`config.mk`:
```
export PLATFORM = sky130hd
export DESIGN_NAME = sdcc_clear_ctrl
export DESIGN_NICKNAME = d
export VERILOG_FILES = /design/src/include/sdcc_pkg.sv /design/src/rtl/sdcc_call_stack.sv /design/src/rtl/sdcc_clear_ctrl.sv
export SDC_FILE = /design/constraint.sdc
export NUM_CORES = 1
export LEC_CHECK = 0
export BUFFER_PORTS_ARGS = -buffer_cell sky130_fd_sc_hd__buf_2
export CAP_MARGIN = 0
export CORE_MARGIN = 4
export CORE_UTILIZATION = 56
export DETAILED_ROUTE_END_ITERATION = 6
export MAX_ROUTING_LAYER = met4
export PLACE_DENSITY_LB_ADDON = 0.12
export SLEW_MARGIN = 20
export SYNTH_ARGS = -nofsm -noshare
export SYNTH_HDL_FRONTEND = slang
export SYNTH_SLANG_ARGS = --single-unit
export TNS_END_PERCENT = 50
```
`constraint.sdc`:
```
create_clock -name i_clock -period 3.5 [get_ports i_clock]
set_input_delay 0 -clock i_clock [delete_from_list [all_inputs] [get_ports i_clock]]
set_output_delay 0 -clock i_clock [all_outputs]
set_load 0.01 [all_outputs]
```
`src/include/sdcc_pkg.sv`:
```
// package: command, stage and status codes for the stored-data clear interpreter
`default_nettype none
package sdcc_pkg;
  localparam int           POS_COUNT        = 64;
  localparam int           POS_ADDR_W       = 6;
  localparam int           PRM_COUNT        = 32;
  localparam int           PRM_ADDR_W       = 5;
  localparam int           IO_COUNT         = 16;
  localparam int           IO_ADDR_W        = 4;
  localparam int           SEQ_COUNT        = 16;
  localparam int           SEQ_ADDR_W       = 4;
  localparam int           LINE_W           = 8;
  localparam int           DATA_W           = 32;
  localparam int           STACK_DEPTH      = 4;
  localparam logic [7:0]   KEY_YES_UPPER    = 8'h59;
  localparam logic [7:0]   KEY_YES_LOWER    = 8'h79;
  localparam logic [31:0]  POS_CLEAR_VALUE  = 32'h0000_0000;
  localparam logic [31:0]  IO_UNASSIGNED    = 32'h0000_0000;

  typedef enum logic [1:0] {
    SDCC_CMD_NONE  = 2'h0,
    SDCC_CMD_ERASE = 2'h1,
    SDCC_CMD_ZERO  = 2'h2
  } sdcc_cmd_e;

  // which nonvolatile area a write lands in
  typedef enum logic [2:0] {
    SDCC_AREA_PRM = 3'h1,
    SDCC_AREA_POS = 3'h2,
    SDCC_AREA_SEQ = 3'h3,
    SDCC_AREA_IO  = 3'h4
  } sdcc_area_e;

  // status messages toward the terminal
  typedef enum logic [2:0] {
    SDCC_MSG_NONE     = 3'h0,
    SDCC_MSG_CONFIRM  = 3'h1,
    SDCC_MSG_PRM_OK   = 3'h2,
    SDCC_MSG_POS_OK   = 3'h3,
    SDCC_MSG_SEQ_OK   = 3'h4,
    SDCC_MSG_CANCEL   = 3'h5,
    SDCC_MSG_PROMPT   = 3'h6
  } sdcc_msg_e;

  typedef struct packed {
    logic        valid;
    sdcc_area_e  area;
    logic [7:0]  addr;
    logic [31:0] data;
  } sdcc_nvm_wr_s;

  typedef struct packed {
    logic [SEQ_ADDR_W-1:0] seq;
    logic [LINE_W-1:0]     line;
  } sdcc_pc_s;
endpackage : sdcc_pkg
`default_nettype wire

```
`src/rtl/sdcc_call_stack.sv`:
```
// call/return stack and line sequencer for stored sequences
`timescale 1ns/1ps
`default_nettype none
module sdcc_call_stack (
  input  wire logic              i_clock,
  input  wire logic              i_srst,
  input  wire logic              i_step,
  input  wire logic              i_call,
  input  wire logic [3:0]        i_call_target,
  input  wire logic              i_return,
  input  wire logic              i_wait_motion,
  input  wire logic              i_motion_busy,
  input  wire logic              i_start,
  input  wire logic [3:0]        i_start_seq,
  output sdcc_pkg::sdcc_pc_s     o_pc,
  output logic                   o_hold,
  output logic                   o_overflow
);
  typedef struct packed {
    sdcc_pkg::sdcc_pc_s [sdcc_pkg::STACK_DEPTH-1:0] stack;
    logic [2:0]                                     sp;
    sdcc_pkg::sdcc_pc_s                             pc;
    logic                                           ovf;
  } sdcc_cs_s;

  sdcc_cs_s st;
  sdcc_cs_s next_st;

  always_comb begin
    next_st = st;
    if (i_start) begin
      next_st.pc.seq  = i_start_seq;
      next_st.pc.line = '0;
      next_st.sp      = '0;
    end else if (i_step && !(i_wait_motion && i_motion_busy)) begin
      if (i_call) begin
        if (st.sp == 3'(sdcc_pkg::STACK_DEPTH)) begin
          next_st.ovf = 1'b1;
        end else begin
          // save the line after the call as the resume point
          next_st.stack[st.sp[1:0]].seq  = st.pc.seq;
          next_st.stack[st.sp[1:0]].line = st.pc.line + 8'h01;
          next_st.sp                     = st.sp + 3'h1;
          next_st.pc.seq                 = i_call_target;
          next_st.pc.line                = '0;
        end
      end else if (i_return && st.sp != 3'h0) begin
        next_st.pc = st.stack[st.sp[1:0] - 2'h1];
        next_st.sp = st.sp - 3'h1;
      end else begin
        next_st.pc.line = st.pc.line + 8'h01;
      end
    end
  end

  always_ff @(posedge i_clock) begin
    if (i_srst) begin
      st <= '0;
    end else begin
      st <= next_st;
    end
  end

  assign o_pc       = st.pc;
  assign o_hold     = i_wait_motion & i_motion_busy;
  assign o_overflow = st.ovf;
endmodule : sdcc_call_stack
`default_nettype wire

```
`src/rtl/sdcc_clear_ctrl.sv`:
```
// clear-command interpreter: confirmation, staged nonvolatile wipes, sequence stepping
// How it works
// - erase-everything resets parameters, clears position table, deletes all sequences.
// - erase-everything also removes every input and output function assignment.
// - prompt first; only a Y or y key proceeds, any other key cancels untouched.
// - erased data is overwritten in place; no backup copy is kept.
// - zero-position-table writes 0 to every position entry, nothing else.
// - zeroed positions are overwritten; prior table contents are not retained.
// - subroutine return resumes at the line after the invoking call.
// - wait-motion-done holds the sequence until the index move completes.
// - call statement jumps to the numbered sequence as a subroutine.
`timescale 1ns/1ps
`default_nettype none
module sdcc_clear_ctrl (
  input  wire logic                  i_clock,
  input  wire logic                  i_srst,
  input  wire logic                  i_cmd_valid,
  input  wire sdcc_pkg::sdcc_cmd_e   i_cmd,
  output logic                       o_cmd_ready,
  input  wire logic                  i_key_valid,
  input  wire logic [7:0]            i_key,
  output logic                       o_msg_valid,
  output sdcc_pkg::sdcc_msg_e        o_msg,
  input  wire logic                  i_msg_ready,
  output sdcc_pkg::sdcc_nvm_wr_s     o_nvm_wr,
  input  wire logic                  i_nvm_ready,
  input  wire logic [31:0]           i_prm_default,
  output logic [4:0]                 o_prm_default_addr,
  input  wire logic                  i_seq_step,
  input  wire logic                  i_seq_call,
  input  wire logic [3:0]            i_seq_call_target,
  input  wire logic                  i_seq_return,
  input  wire logic                  i_seq_wait_motion,
  input  wire logic                  i_motion_busy,
  input  wire logic                  i_seq_start,
  input  wire logic [3:0]            i_seq_start_num,
  output sdcc_pkg::sdcc_pc_s         o_seq_pc,
  output logic                       o_seq_hold,
  output logic                       o_seq_overflow,
  output logic                       o_busy
);
  typedef enum logic [6:0] {
    SDCC_ST_IDLE    = 7'h01,
    SDCC_ST_PROMPT  = 7'h02,
    SDCC_ST_KEY     = 7'h04,
    SDCC_ST_PRM     = 7'h08,
    SDCC_ST_POS     = 7'h10,
    SDCC_ST_SEQ_IO  = 7'h20,
    SDCC_ST_REPORT  = 7'h40
  } sdcc_state_e;

  typedef struct packed {
    sdcc_state_e          state;
    sdcc_pkg::sdcc_cmd_e  cmd;
    logic [7:0]           idx;
    logic                 io_phase;
    sdcc_pkg::sdcc_msg_e  msg;
    logic                 msg_valid;
    logic                 msg_due;
    sdcc_state_e          after_msg;
    sdcc_pkg::sdcc_nvm_wr_s wr;
  } sdcc_ctl_s;

  sdcc_ctl_s st;
  sdcc_ctl_s next_st;

  // a write is only retired once the memory takes it
  function automatic logic wr_done(input sdcc_pkg::sdcc_nvm_wr_s w, input logic rdy);
    wr_done = !w.valid || rdy;
  endfunction : wr_done

  function automatic sdcc_pkg::sdcc_nvm_wr_s mk_wr(input sdcc_pkg::sdcc_area_e a,
                                                   input logic [7:0] ad, input logic [31:0] d);
    mk_wr.valid = 1'b1;
    mk_wr.area  = a;
    mk_wr.addr  = ad;
    mk_wr.data  = d;
  endfunction : mk_wr

  always_comb begin
    next_st = st;
    if (st.msg_valid && i_msg_ready) begin
      next_st.msg_valid = 1'b0;
    end
    if (st.wr.valid && i_nvm_ready) begin
      next_st.wr.valid = 1'b0;
    end
    case (st.state)
      SDCC_ST_IDLE: begin
        if (i_cmd_valid && i_cmd != sdcc_pkg::SDCC_CMD_NONE) begin
          next_st.cmd       = i_cmd;
          next_st.msg       = sdcc_pkg::SDCC_MSG_CONFIRM;
          next_st.msg_valid = 1'b1;
          next_st.state     = SDCC_ST_PROMPT;
        end
      end
      SDCC_ST_PROMPT: begin
        if (!st.msg_valid) begin
          next_st.state = SDCC_ST_KEY;
        end
      end
      SDCC_ST_KEY: begin
        if (i_key_valid) begin
          next_st.idx      = '0;
          next_st.io_phase = 1'b0;
          if (i_key == sdcc_pkg::KEY_YES_UPPER || i_key == sdcc_pkg::KEY_YES_LOWER) begin
            next_st.state = (st.cmd == sdcc_pkg::SDCC_CMD_ERASE) ? SDCC_ST_PRM : SDCC_ST_POS;
          end else begin
            next_st.msg       = sdcc_pkg::SDCC_MSG_CANCEL;
            next_st.msg_valid = 1'b1;
            next_st.after_msg = SDCC_ST_IDLE;
            next_st.state     = SDCC_ST_REPORT;
          end
        end
      end
      SDCC_ST_PRM: begin
        if (wr_done(st.wr, i_nvm_ready)) begin
          next_st.wr  = mk_wr(sdcc_pkg::SDCC_AREA_PRM, st.idx, i_prm_default);
          next_st.idx = st.idx + 8'h01;
          if (st.idx == 8'(sdcc_pkg::PRM_COUNT - 1)) begin
            next_st.idx       = '0;
            next_st.msg       = sdcc_pkg::SDCC_MSG_PRM_OK;
            next_st.msg_due   = 1'b1;
            next_st.after_msg = SDCC_ST_POS;
            next_st.state     = SDCC_ST_REPORT;
          end
        end
      end
      SDCC_ST_POS: begin
        if (wr_done(st.wr, i_nvm_ready)) begin
          // overwrite in place: old values are gone once written
          next_st.wr  = mk_wr(sdcc_pkg::SDCC_AREA_POS, st.idx, sdcc_pkg::POS_CLEAR_VALUE);
          next_st.idx = st.idx + 8'h01;
          if (st.idx == 8'(sdcc_pkg::POS_COUNT - 1)) begin
            next_st.idx       = '0;
            next_st.msg       = sdcc_pkg::SDCC_MSG_POS_OK;
            next_st.msg_due   = 1'b1;
            next_st.after_msg = (st.cmd == sdcc_pkg::SDCC_CMD_ERASE) ? SDCC_ST_SEQ_IO : SDCC_ST_IDLE;
            next_st.state     = SDCC_ST_REPORT;
          end
        end
      end
      SDCC_ST_SEQ_IO: begin
        if (wr_done(st.wr, i_nvm_ready)) begin
          next_st.idx = st.idx + 8'h01;
          if (!st.io_phase) begin
            next_st.wr = mk_wr(sdcc_pkg::SDCC_AREA_SEQ, st.idx, 32'h0000_0000);
            if (st.idx == 8'(sdcc_pkg::SEQ_COUNT - 1)) begin
              next_st.idx      = '0;
              next_st.io_phase = 1'b1;
            end
          end else begin
            next_st.wr = mk_wr(sdcc_pkg::SDCC_AREA_IO, st.idx, sdcc_pkg::IO_UNASSIGNED);
            if (st.idx == 8'(sdcc_pkg::IO_COUNT - 1)) begin
              next_st.idx       = '0;
              next_st.msg       = sdcc_pkg::SDCC_MSG_SEQ_OK;
              next_st.msg_due   = 1'b1;
              next_st.after_msg = SDCC_ST_IDLE;
              next_st.state     = SDCC_ST_REPORT;
            end
          end
        end
      end
      SDCC_ST_REPORT: begin
        // stage message waits for its last write, so it never runs ahead of memory
        if (st.msg_due) begin
          if (!next_st.wr.valid) begin
            next_st.msg_valid = 1'b1;
            next_st.msg_due   = 1'b0;
          end
        end else if (!next_st.msg_valid && !next_st.wr.valid) begin
          if (st.after_msg == SDCC_ST_IDLE && st.msg != sdcc_pkg::SDCC_MSG_PROMPT) begin
            next_st.msg       = sdcc_pkg::SDCC_MSG_PROMPT;
            next_st.msg_valid = 1'b1;
          end else begin
            next_st.state = st.after_msg;
          end
        end
      end
      default: begin
        next_st = '0;
        next_st.state = SDCC_ST_IDLE;
      end
    endcase
  end

  always_ff @(posedge i_clock) begin
    if (i_srst) begin
      st           <= '0;
      st.state     <= SDCC_ST_IDLE;
      st.after_msg <= SDCC_ST_IDLE;
    end else begin
      st <= next_st;
    end
  end

  assign o_cmd_ready        = (st.state == SDCC_ST_IDLE);
  assign o_msg_valid        = st.msg_valid;
  assign o_msg              = st.msg;
  assign o_nvm_wr           = st.wr;
  assign o_prm_default_addr = st.idx[4:0];
  assign o_busy             = (st.state != SDCC_ST_IDLE);

  sdcc_call_stack u_call_stack (
    .i_clock       (i_clock),
    .i_srst        (i_srst),
    .i_step        (i_seq_step),
    .i_call        (i_seq_call),
    .i_call_target (i_seq_call_target),
    .i_return      (i_seq_return),
    .i_wait_motion (i_seq_wait_motion),
    .i_motion_busy (i_motion_busy),
    .i_start       (i_seq_start),
    .i_start_seq   (i_seq_start_num),
    .o_pc          (o_seq_pc),
    .o_hold        (o_seq_hold),
    .o_overflow    (o_seq_overflow)
  );
endmodule : sdcc_clear_ctrl
`default_nettype wire

```
==> results of run 1 <==
[routing by layer]
layer	part of all wire, %	wire, um	vias up
met4	1.3	205	0
met2	46	7460	200
met3	5.7	938	16
li1	-	-	2731
met5	0	0	-
met1	47	7730	2656
[tightest hold or removal path, delay by kind of cell]
kind                   cells  cell delay (ps)
AOI/OAI and AO/OA          1              150
and+or+nand+nor            1              120
buffers and inverters      1               80
muxes                      1               50
[per-stage QoR]
step	cells	total power [mW]
3_5_place_dp	916	2.80
4_1_cts	989	4.57
2_1_floorplan	745	2.64
6_report	989	4.55
5_1_grt	989	4.76
3_3_place_gp	916	2.78
[cells in the mapped netlist, drive strengths merged, types with 8 or more instances]
library cell  number
a211oi            16
a21oi             46
a22oi             46
buf               80
clkbuf            26
dfxtp            134
mux2i             28
mux4              12
nand2             45
nand2b            12
nand3             15
nor2             143
nor2b             11
nor3               8
o21ai             19
xnor2             10
[placed cells by master, fill, tap and decap left out, types with 4 or more instances in the layout]
cell type        n
a211oi_1        16
a21o_1           4
a21oi_1         46
a22oi_1         17
a22oi_2         29
and3_1           6
buf_2          128
buf_4            6
clkbuf_1         5
clkbuf_16       17
dfxtp_1        134
dlygate4sd3_1   41
ha_1             6
inv_1            4
mux2i_1         28
mux4_2          12
nand2_1         45
nand2b_1        12
nand3_1         15
nand4_1          4
nor2_1         112
nor2_2          29
nor2b_1         11
nor3_1           8
nor3b_1          4
o211ai_1         4
o21ai_0         18
o21bai_1         4
o221ai_1         4
or3_1            6
xnor2_1         10
xor2_1           4
[kinds of logic (layout without fill, tap and decap cells)]
group	Yosys count	count (layout)	share of synthesized area [%]
adders and majority gates	7	7	1.40
and+or+nand+nor	284	284	21.1
muxes	40	40	8.13
AOI/OAI and AO/OA	155	155	17.4
DFF	134	134	39.6
xor gates and xnor gates	14	14	1.81
buffers and inverters	111	212	10.5
[registers in the layout, summed over array words and instances (netlist names)]
register and cells:
u_call_stack.st 51, o_nvm_wr 44, st 17, u_call_stack.o_pc 12, o_prm_default_addr 5, o_msg 3
o_msg_valid 1, u_call_stack.o_overflow 1
[worst max path at each step]
stage                                     start               endpoint  slack [ps]
after floorplan             u_call_stack.st[13]  u_call_stack.o_pc[10]         630
after global placement                   st[73]           o_nvm_wr[28]         830
after global routing      o_prm_default_addr[0]                 st[70]         550
after CTS                 o_prm_default_addr[0]                 st[72]         760
after detailed placement                 st[73]           o_nvm_wr[34]         790
final                                    st[73]           o_nvm_wr[31]         740
[cell type report]
type / instances / area [sq um]
timing repair buffer: 175 / 1100
inverter: 5 / 18.8
clock buffer: 25 / 485
tap: 143 / 179
fill: 911 / 3660
sequential: 134 / 2680
clock inverter: 7 / 95.1
multi-input combinational: 500 / 3400
[power groups by stage]
stage	Clock (mW)	Sequential, mW	Combinational [mW]
final	1.74	1.66	1.16
after global routing	1.84	1.67	1.26
after CTS	1.76	1.66	1.15
after detailed placement	0	1.69	1.11
after global placement	0	1.68	1.09
after floorplan	0	1.65	0.993
==> results.md, run 1 <==
* Req. time, crit path at 3840 ps
* GP Congestion at between 1 and 1.5
* M2 GR Usage at 36.9%
* Cts repair resizes at 0
* TritonRoute pass-1 iters at 5
* Cts bufs inserted at 17
* First-pass GRT wire length at 27,200 um
* Pre-CTS WS at 792 ps
* Seq pwr share at 36.4%
* Family with the most delay on the worst path: simple AND/OR/NAND/NOR gates
* Synth Register Bits at 134
* Clk buf depth at 2
* IO Pins at about 130
* Initial antenna violation count at 0
* CTS Hold Bufs at ~40
* Final Instance Area at approximately 8000 sq um
* Setup repair after global routing missed its margin: false
* Met1 Use GR at between 30% and 40%
* FF-to-FF setup slack at 740 ps
* Post-route clock period utilization at between 70% and 80%
* Chip height at between 100 and 150 um
* Drt via density at between 5 and 6
* Max IR drop VDD at ~400 uV
* Fmax at roughly 0.36 GHz
* Post-synth EDFFs at 0
* Status: complete, no violations
* Nets at approximately 900
* CP max-delay cell: or4_4
* Synth area leader: dfxtp_1
* Vias in the first global route at 5,395
* Clk_skew at ~7 ps
* Crit path time final at 2760 ps
* Diodes inserted at 0
* Power Dens Cells at 573 nW/um^2
* Synth top area cells: dfxtp_1, buf_4, nor2_1
* Core Area at around 12,000 sq um
* Critical-path cell list: or4_4, or3_1, and3_4, o21ai_4, buf_4, a22oi_1, nor2_1
* Ys async rst share at 0%
* WHS at around 28 ps
* R2R depth at 7
* Dpl cell area at between 6000 and 7000 sq um
* Final setup fails at 0
* Switching Share at around a third
* Syn avg cell area at just over 9 sq um
* Final worst slack at 744 ps
* CTS H-tree depth at 4
* Critical Path Source Type: flip-flop
* CTS clk-pin slew, worst paths at 60 ps
* Hold endpoint: u_call_stack.o_pc[9]
* DR vias at between 5,000 and 6,000
* Cell count along the critical path at 7
* Sink Count at ~130
* CP arrival at ~3100 ps
* TritonCTS clock tree: built
* Die W at 118 um
* Overflow after GRT at 0
* Sw Pwr at approximately 1.5 mW
* Internal power consumption at about 3.1 mW
* Largest net degree at the start of global routing at 70
* Clk root buf: clkbuf_16
* Final WL at roughly 16,000 um
* Post-Synthesis Cell Area at slightly below 7000 sq um
* Aggregate global-route resource usage at 24.2%
* Worst setup EP type: flip-flop
* Part of the power in the clock network at 38.1%
* Worst Hold Class: in2reg
* Final HPWL DP at ~11,000 um
* CP bufs+invs at 1
* Setup repair bufs after CTS at 0
* # DRC at 0
* Worst slew margin at 31.2%
* Antenna violation net count after detailed routing at 0
* FP Rows at 39
* Ys flop type: dfxtp_1
* Min-delay src: i_seq_call_target[1]
* Post-synth top area share at 39.6%
* Setup TNS at 0 ps
* Sequential area share after synthesis at about two fifths
* Gr busiest metal: met2
* Share of layout cells above drive strength 1 at ~29%
* WHS Path Cells at 4
* RR Endpoint: o_nvm_wr[31]
* P&R area growth vs syn at 17.5%
* Crit path max fanout at between 40 and 50
* Worst Tran Pin Value at approximately 1000 ps
* PortBufs at 129
* Post-layout util at just under 70%
* Combinational cell fraction of total power at around a quarter
* Post-DR wirelength/cell at ~17 um
* CP Class: reg2reg
* Met3 global-route usage at 5.67%
* Clock latency on the worst-skew pair at 410 ps
* Yosys cell types at just over 60
* R2r startpoint: st[73]
* Synthesized net count at between 800 and 900
* Final Max Tran Viols at 0
* Die area at between 10,000 and 15,000 sq um
* Synthesized instance count at 745
* Yosys warns at 0
* CP max stage delay at about 600 ps
* Initial Utilization at 58.3%
* Initial DRC Count at slightly below 400
* Leakage power at between 3 and 4 nW
* Fin. Hold Viols at 0
* Number of max-cap violations at 0
(Power assumes the default switching activity.)
==> run 2: changes to the inputs <==
--- a/config.mk
+++ b/config.mk
@@ -8,7 +8,7 @@
 export BUFFER_PORTS_ARGS = -buffer_cell sky130_fd_sc_hd__buf_2
 export CAP_MARGIN = 0
 export CORE_MARGIN = 4
-export CORE_UTILIZATION = 56
+export CORE_UTILIZATION = 50
 export DETAILED_ROUTE_END_ITERATION = 6
 export MAX_ROUTING_LAYER = met4
 export PLACE_DENSITY_LB_ADDON = 0.12
==> constraint.sdc (replaced) <==
create_clock -name i_clock -period 2.3 [get_ports i_clock]
set_input_delay 0 -clock i_clock [delete_from_list [all_inputs] [get_ports i_clock]]
set_output_delay 0 -clock i_clock [all_outputs]
set_load 0.01 [all_outputs]
==> run 2 against run 1 <==
  * Sequential share of layout area shrank 2.4 points
  * Worst setup slack lost 680 ps
  * Non-clock buffer count grew 52
  * Sequential cell count is the same
==> results.md, run 2 (synthesis results as in run 1) <==
* Leakage power at 3.60 nW
* Clk buf depth at 2
* R2r startpoint: st[67]
* Initial Utilization at between 50% and 60%
* Clk root buf: clkbuf_16
* Power, Total at between 7 and 8 mW
* Crit path time final at 2240 ps
* Initial antenna violation count at 0
* CP arrival at 2580 ps
* Family with the most delay on the worst path: simple AND/OR/NAND/NOR gates
* Fmax at roughly 0.45 GHz
* P&R area growth vs syn at 26.9%
* Setup repair after global routing missed its margin: true
* Hold endpoint: u_call_stack.o_pc[8]
* R2R depth at 8
* Core Area at about 13,000 sq um
* Antenna violation net count after detailed routing at 0
* Status: complete, no violations
* Clock latency on the worst-skew pair at around 410 ps
* Max IR drop VDD at about 530 uV
* GP Congestion at between 0.8 and 0.9
* Worst Hold Class: in2reg
* Sink Count at 134
* CP bufs+invs at 2
* Pre-CTS WS at 26.3 ps
* DR vias at 5,894
* M2 GR Usage at about a third
* Overflow after GRT at 0
* IO Pins at around 130
* Fin. Hold Viols at 0
* Number of max-cap violations at 0
* Share of layout cells above drive strength 1 at a little over a third
* Final Non-Filler Cells at 1,074
* Post-route clock period utilization at a little over nine tenths
* Crit path max fanout at 8
* Min-delay src: i_seq_call_target[0]
* Diodes inserted at 0
* First-pass GRT wire length at around 28,000 um
* Die area at roughly 15,000 sq um
* FP Rows at 42
* Cts bufs inserted at 17
* # DRC at 0
* Critical-path cell list: or4_4, or3_4, and3_4, o21ai_4, buf_12, buf_4, a22oi_1, nor2_1
* Largest Register: u_call_stack.st
* Final HPWL DP at 11,800 um
* Clk_skew at between 8 and 9 ps
* Worst Tran Pin Value at around 800 ps
* CTS clk-pin slew, worst paths at ~60 ps
* Power Dens Cells at a little over 900 nW/um^2
* Met1 Use GR at slightly below 30%
* Worst setup EP type: flip-flop
* Met3 global-route usage at under 10%
* Dpl cells at ~1,000
* Chip height at 124 um
* Final Max Tran Viols at 0
* Final setup fails at 0
* Initial DRC Count at 262
* CP max stage delay at 590 ps
* Final WL at between 15,000 and 20,000 um
* Drt via density at 5.49
* Gr busiest metal: met2
* WHS Path Cells at 4
* FF-to-FF setup slack at 60 ps
* WHS at about 23 ps
* Req. time, crit path at ~2600 ps
* Final worst slack at roughly 65 ps
* Nets at between 900 and 1,000
* CP Class: reg2reg
* TritonCTS clock tree: built
* Vias in the first global route at ~5,700
* Aggregate global-route resource usage at a little under a quarter
* RR Endpoint: o_nvm_wr[28]
* Die W at roughly 120 um
* TritonRoute pass-1 iters at 5
* PortBufs at about 130
* Largest net degree at the start of global routing at between 70 and 80
* Max FFs per register at 51
* Critical Path Source Type: flip-flop
* Worst slew margin at roughly 46%
* Most frequent cells in the layout: dfxtp_1, buf_2, nor2_1
* CP max-delay cell: or4_4
* Most common cell after layout, fill and taps aside: dfxtp_1
* CTS H-tree depth at 4
* Post-DR wirelength/cell at roughly 16 um
run 2: cell count changes in the layout (fill, tap and decap cells not counted), moves of 3 or more:
cell | before | now
buf_4 | 6 | 52
buf_12 | 0 | 3
dfxtp_2 | 0 | 4
dfxtp_1 | 134 | 130
clkbuf_1 | 5 | 1
run 2: per-stage QoR:
stage / TNS [ps] / util, % / cell area [sq um]
6_report: 0 / 64.9 / 8590
5_1_grt: -101 / 64.9 / 8590
3_5_place_dp: 0 / 55.8 / 7380
4_1_cts: -9.68 / 63.7 / 8440
3_3_place_gp: 0 / 55.8 / 7380
2_1_floorplan: -193 / - / 6790
run 2: cell type report:
cell class / count / area (sq um)
Tap cell: 176 / 220
Sequential cell: 134 / 2690
Clock inverter: 12 / 175
Clock buffer: 20 / 457
Multi-Input combinational cell: 500 / 3470
Fill cell: 1119 / 4650
Inverter: 5 / 18.8
Timing Repair Buffer: 227 / 1560
run 2: per-layer routing:
metal | vias up | wire (um)
li1 | 2844 | -
met4 | 0 | 346
met3 | 28 | 983
met1 | 2794 | 7960
met5 | - | 0
met2 | 228 | 7950
run 2: worst max path at each step:
stage / startpoint / end / slack (ps) / cells past startpoint
floorplan: st[67] / o_nvm_wr[10] / -9 / 10
global placement: st[67] / o_prm_default_addr[0] / 50 / 7
detailed placement: o_prm_default_addr[1] / st[51] / 30 / 7
CTS: o_prm_default_addr[1] / st[51] / -10 / 7
global route: o_prm_default_addr[0] / st[51] / -50 / 7
finish: st[67] / o_nvm_wr[28] / 60 / 8
run 2: power by group:
group          switching (mW)  total [mW]  internal, mW  leakage [nW]
Clock                   0.995        2.86          1.87         0.302
Sequential             0.0643        2.48          2.41          1.08
Combinational            1.39        2.64          1.25          2.21
Total                    2.44        7.98          5.54          3.60
run 2: timing repair:
item / 4_1_cts / 5_1_grt
buffers inserted: 0 / 2
pin swaps: 0 / 3
hold buffers: 41 / 0
setup endpoints to repair: 3 / 46
endpoints found under the hold margin: 41 / 0
cloned: 0 / 2
gates resized for setup: 1 / 17
run 2: worst min-delay path: cells and delay by family:
kind / cells / cell delay, ps
buf+inv: 1 / 80
compound gates: 1 / 150
mux: 1 / 50
simple gates: 1 / 120
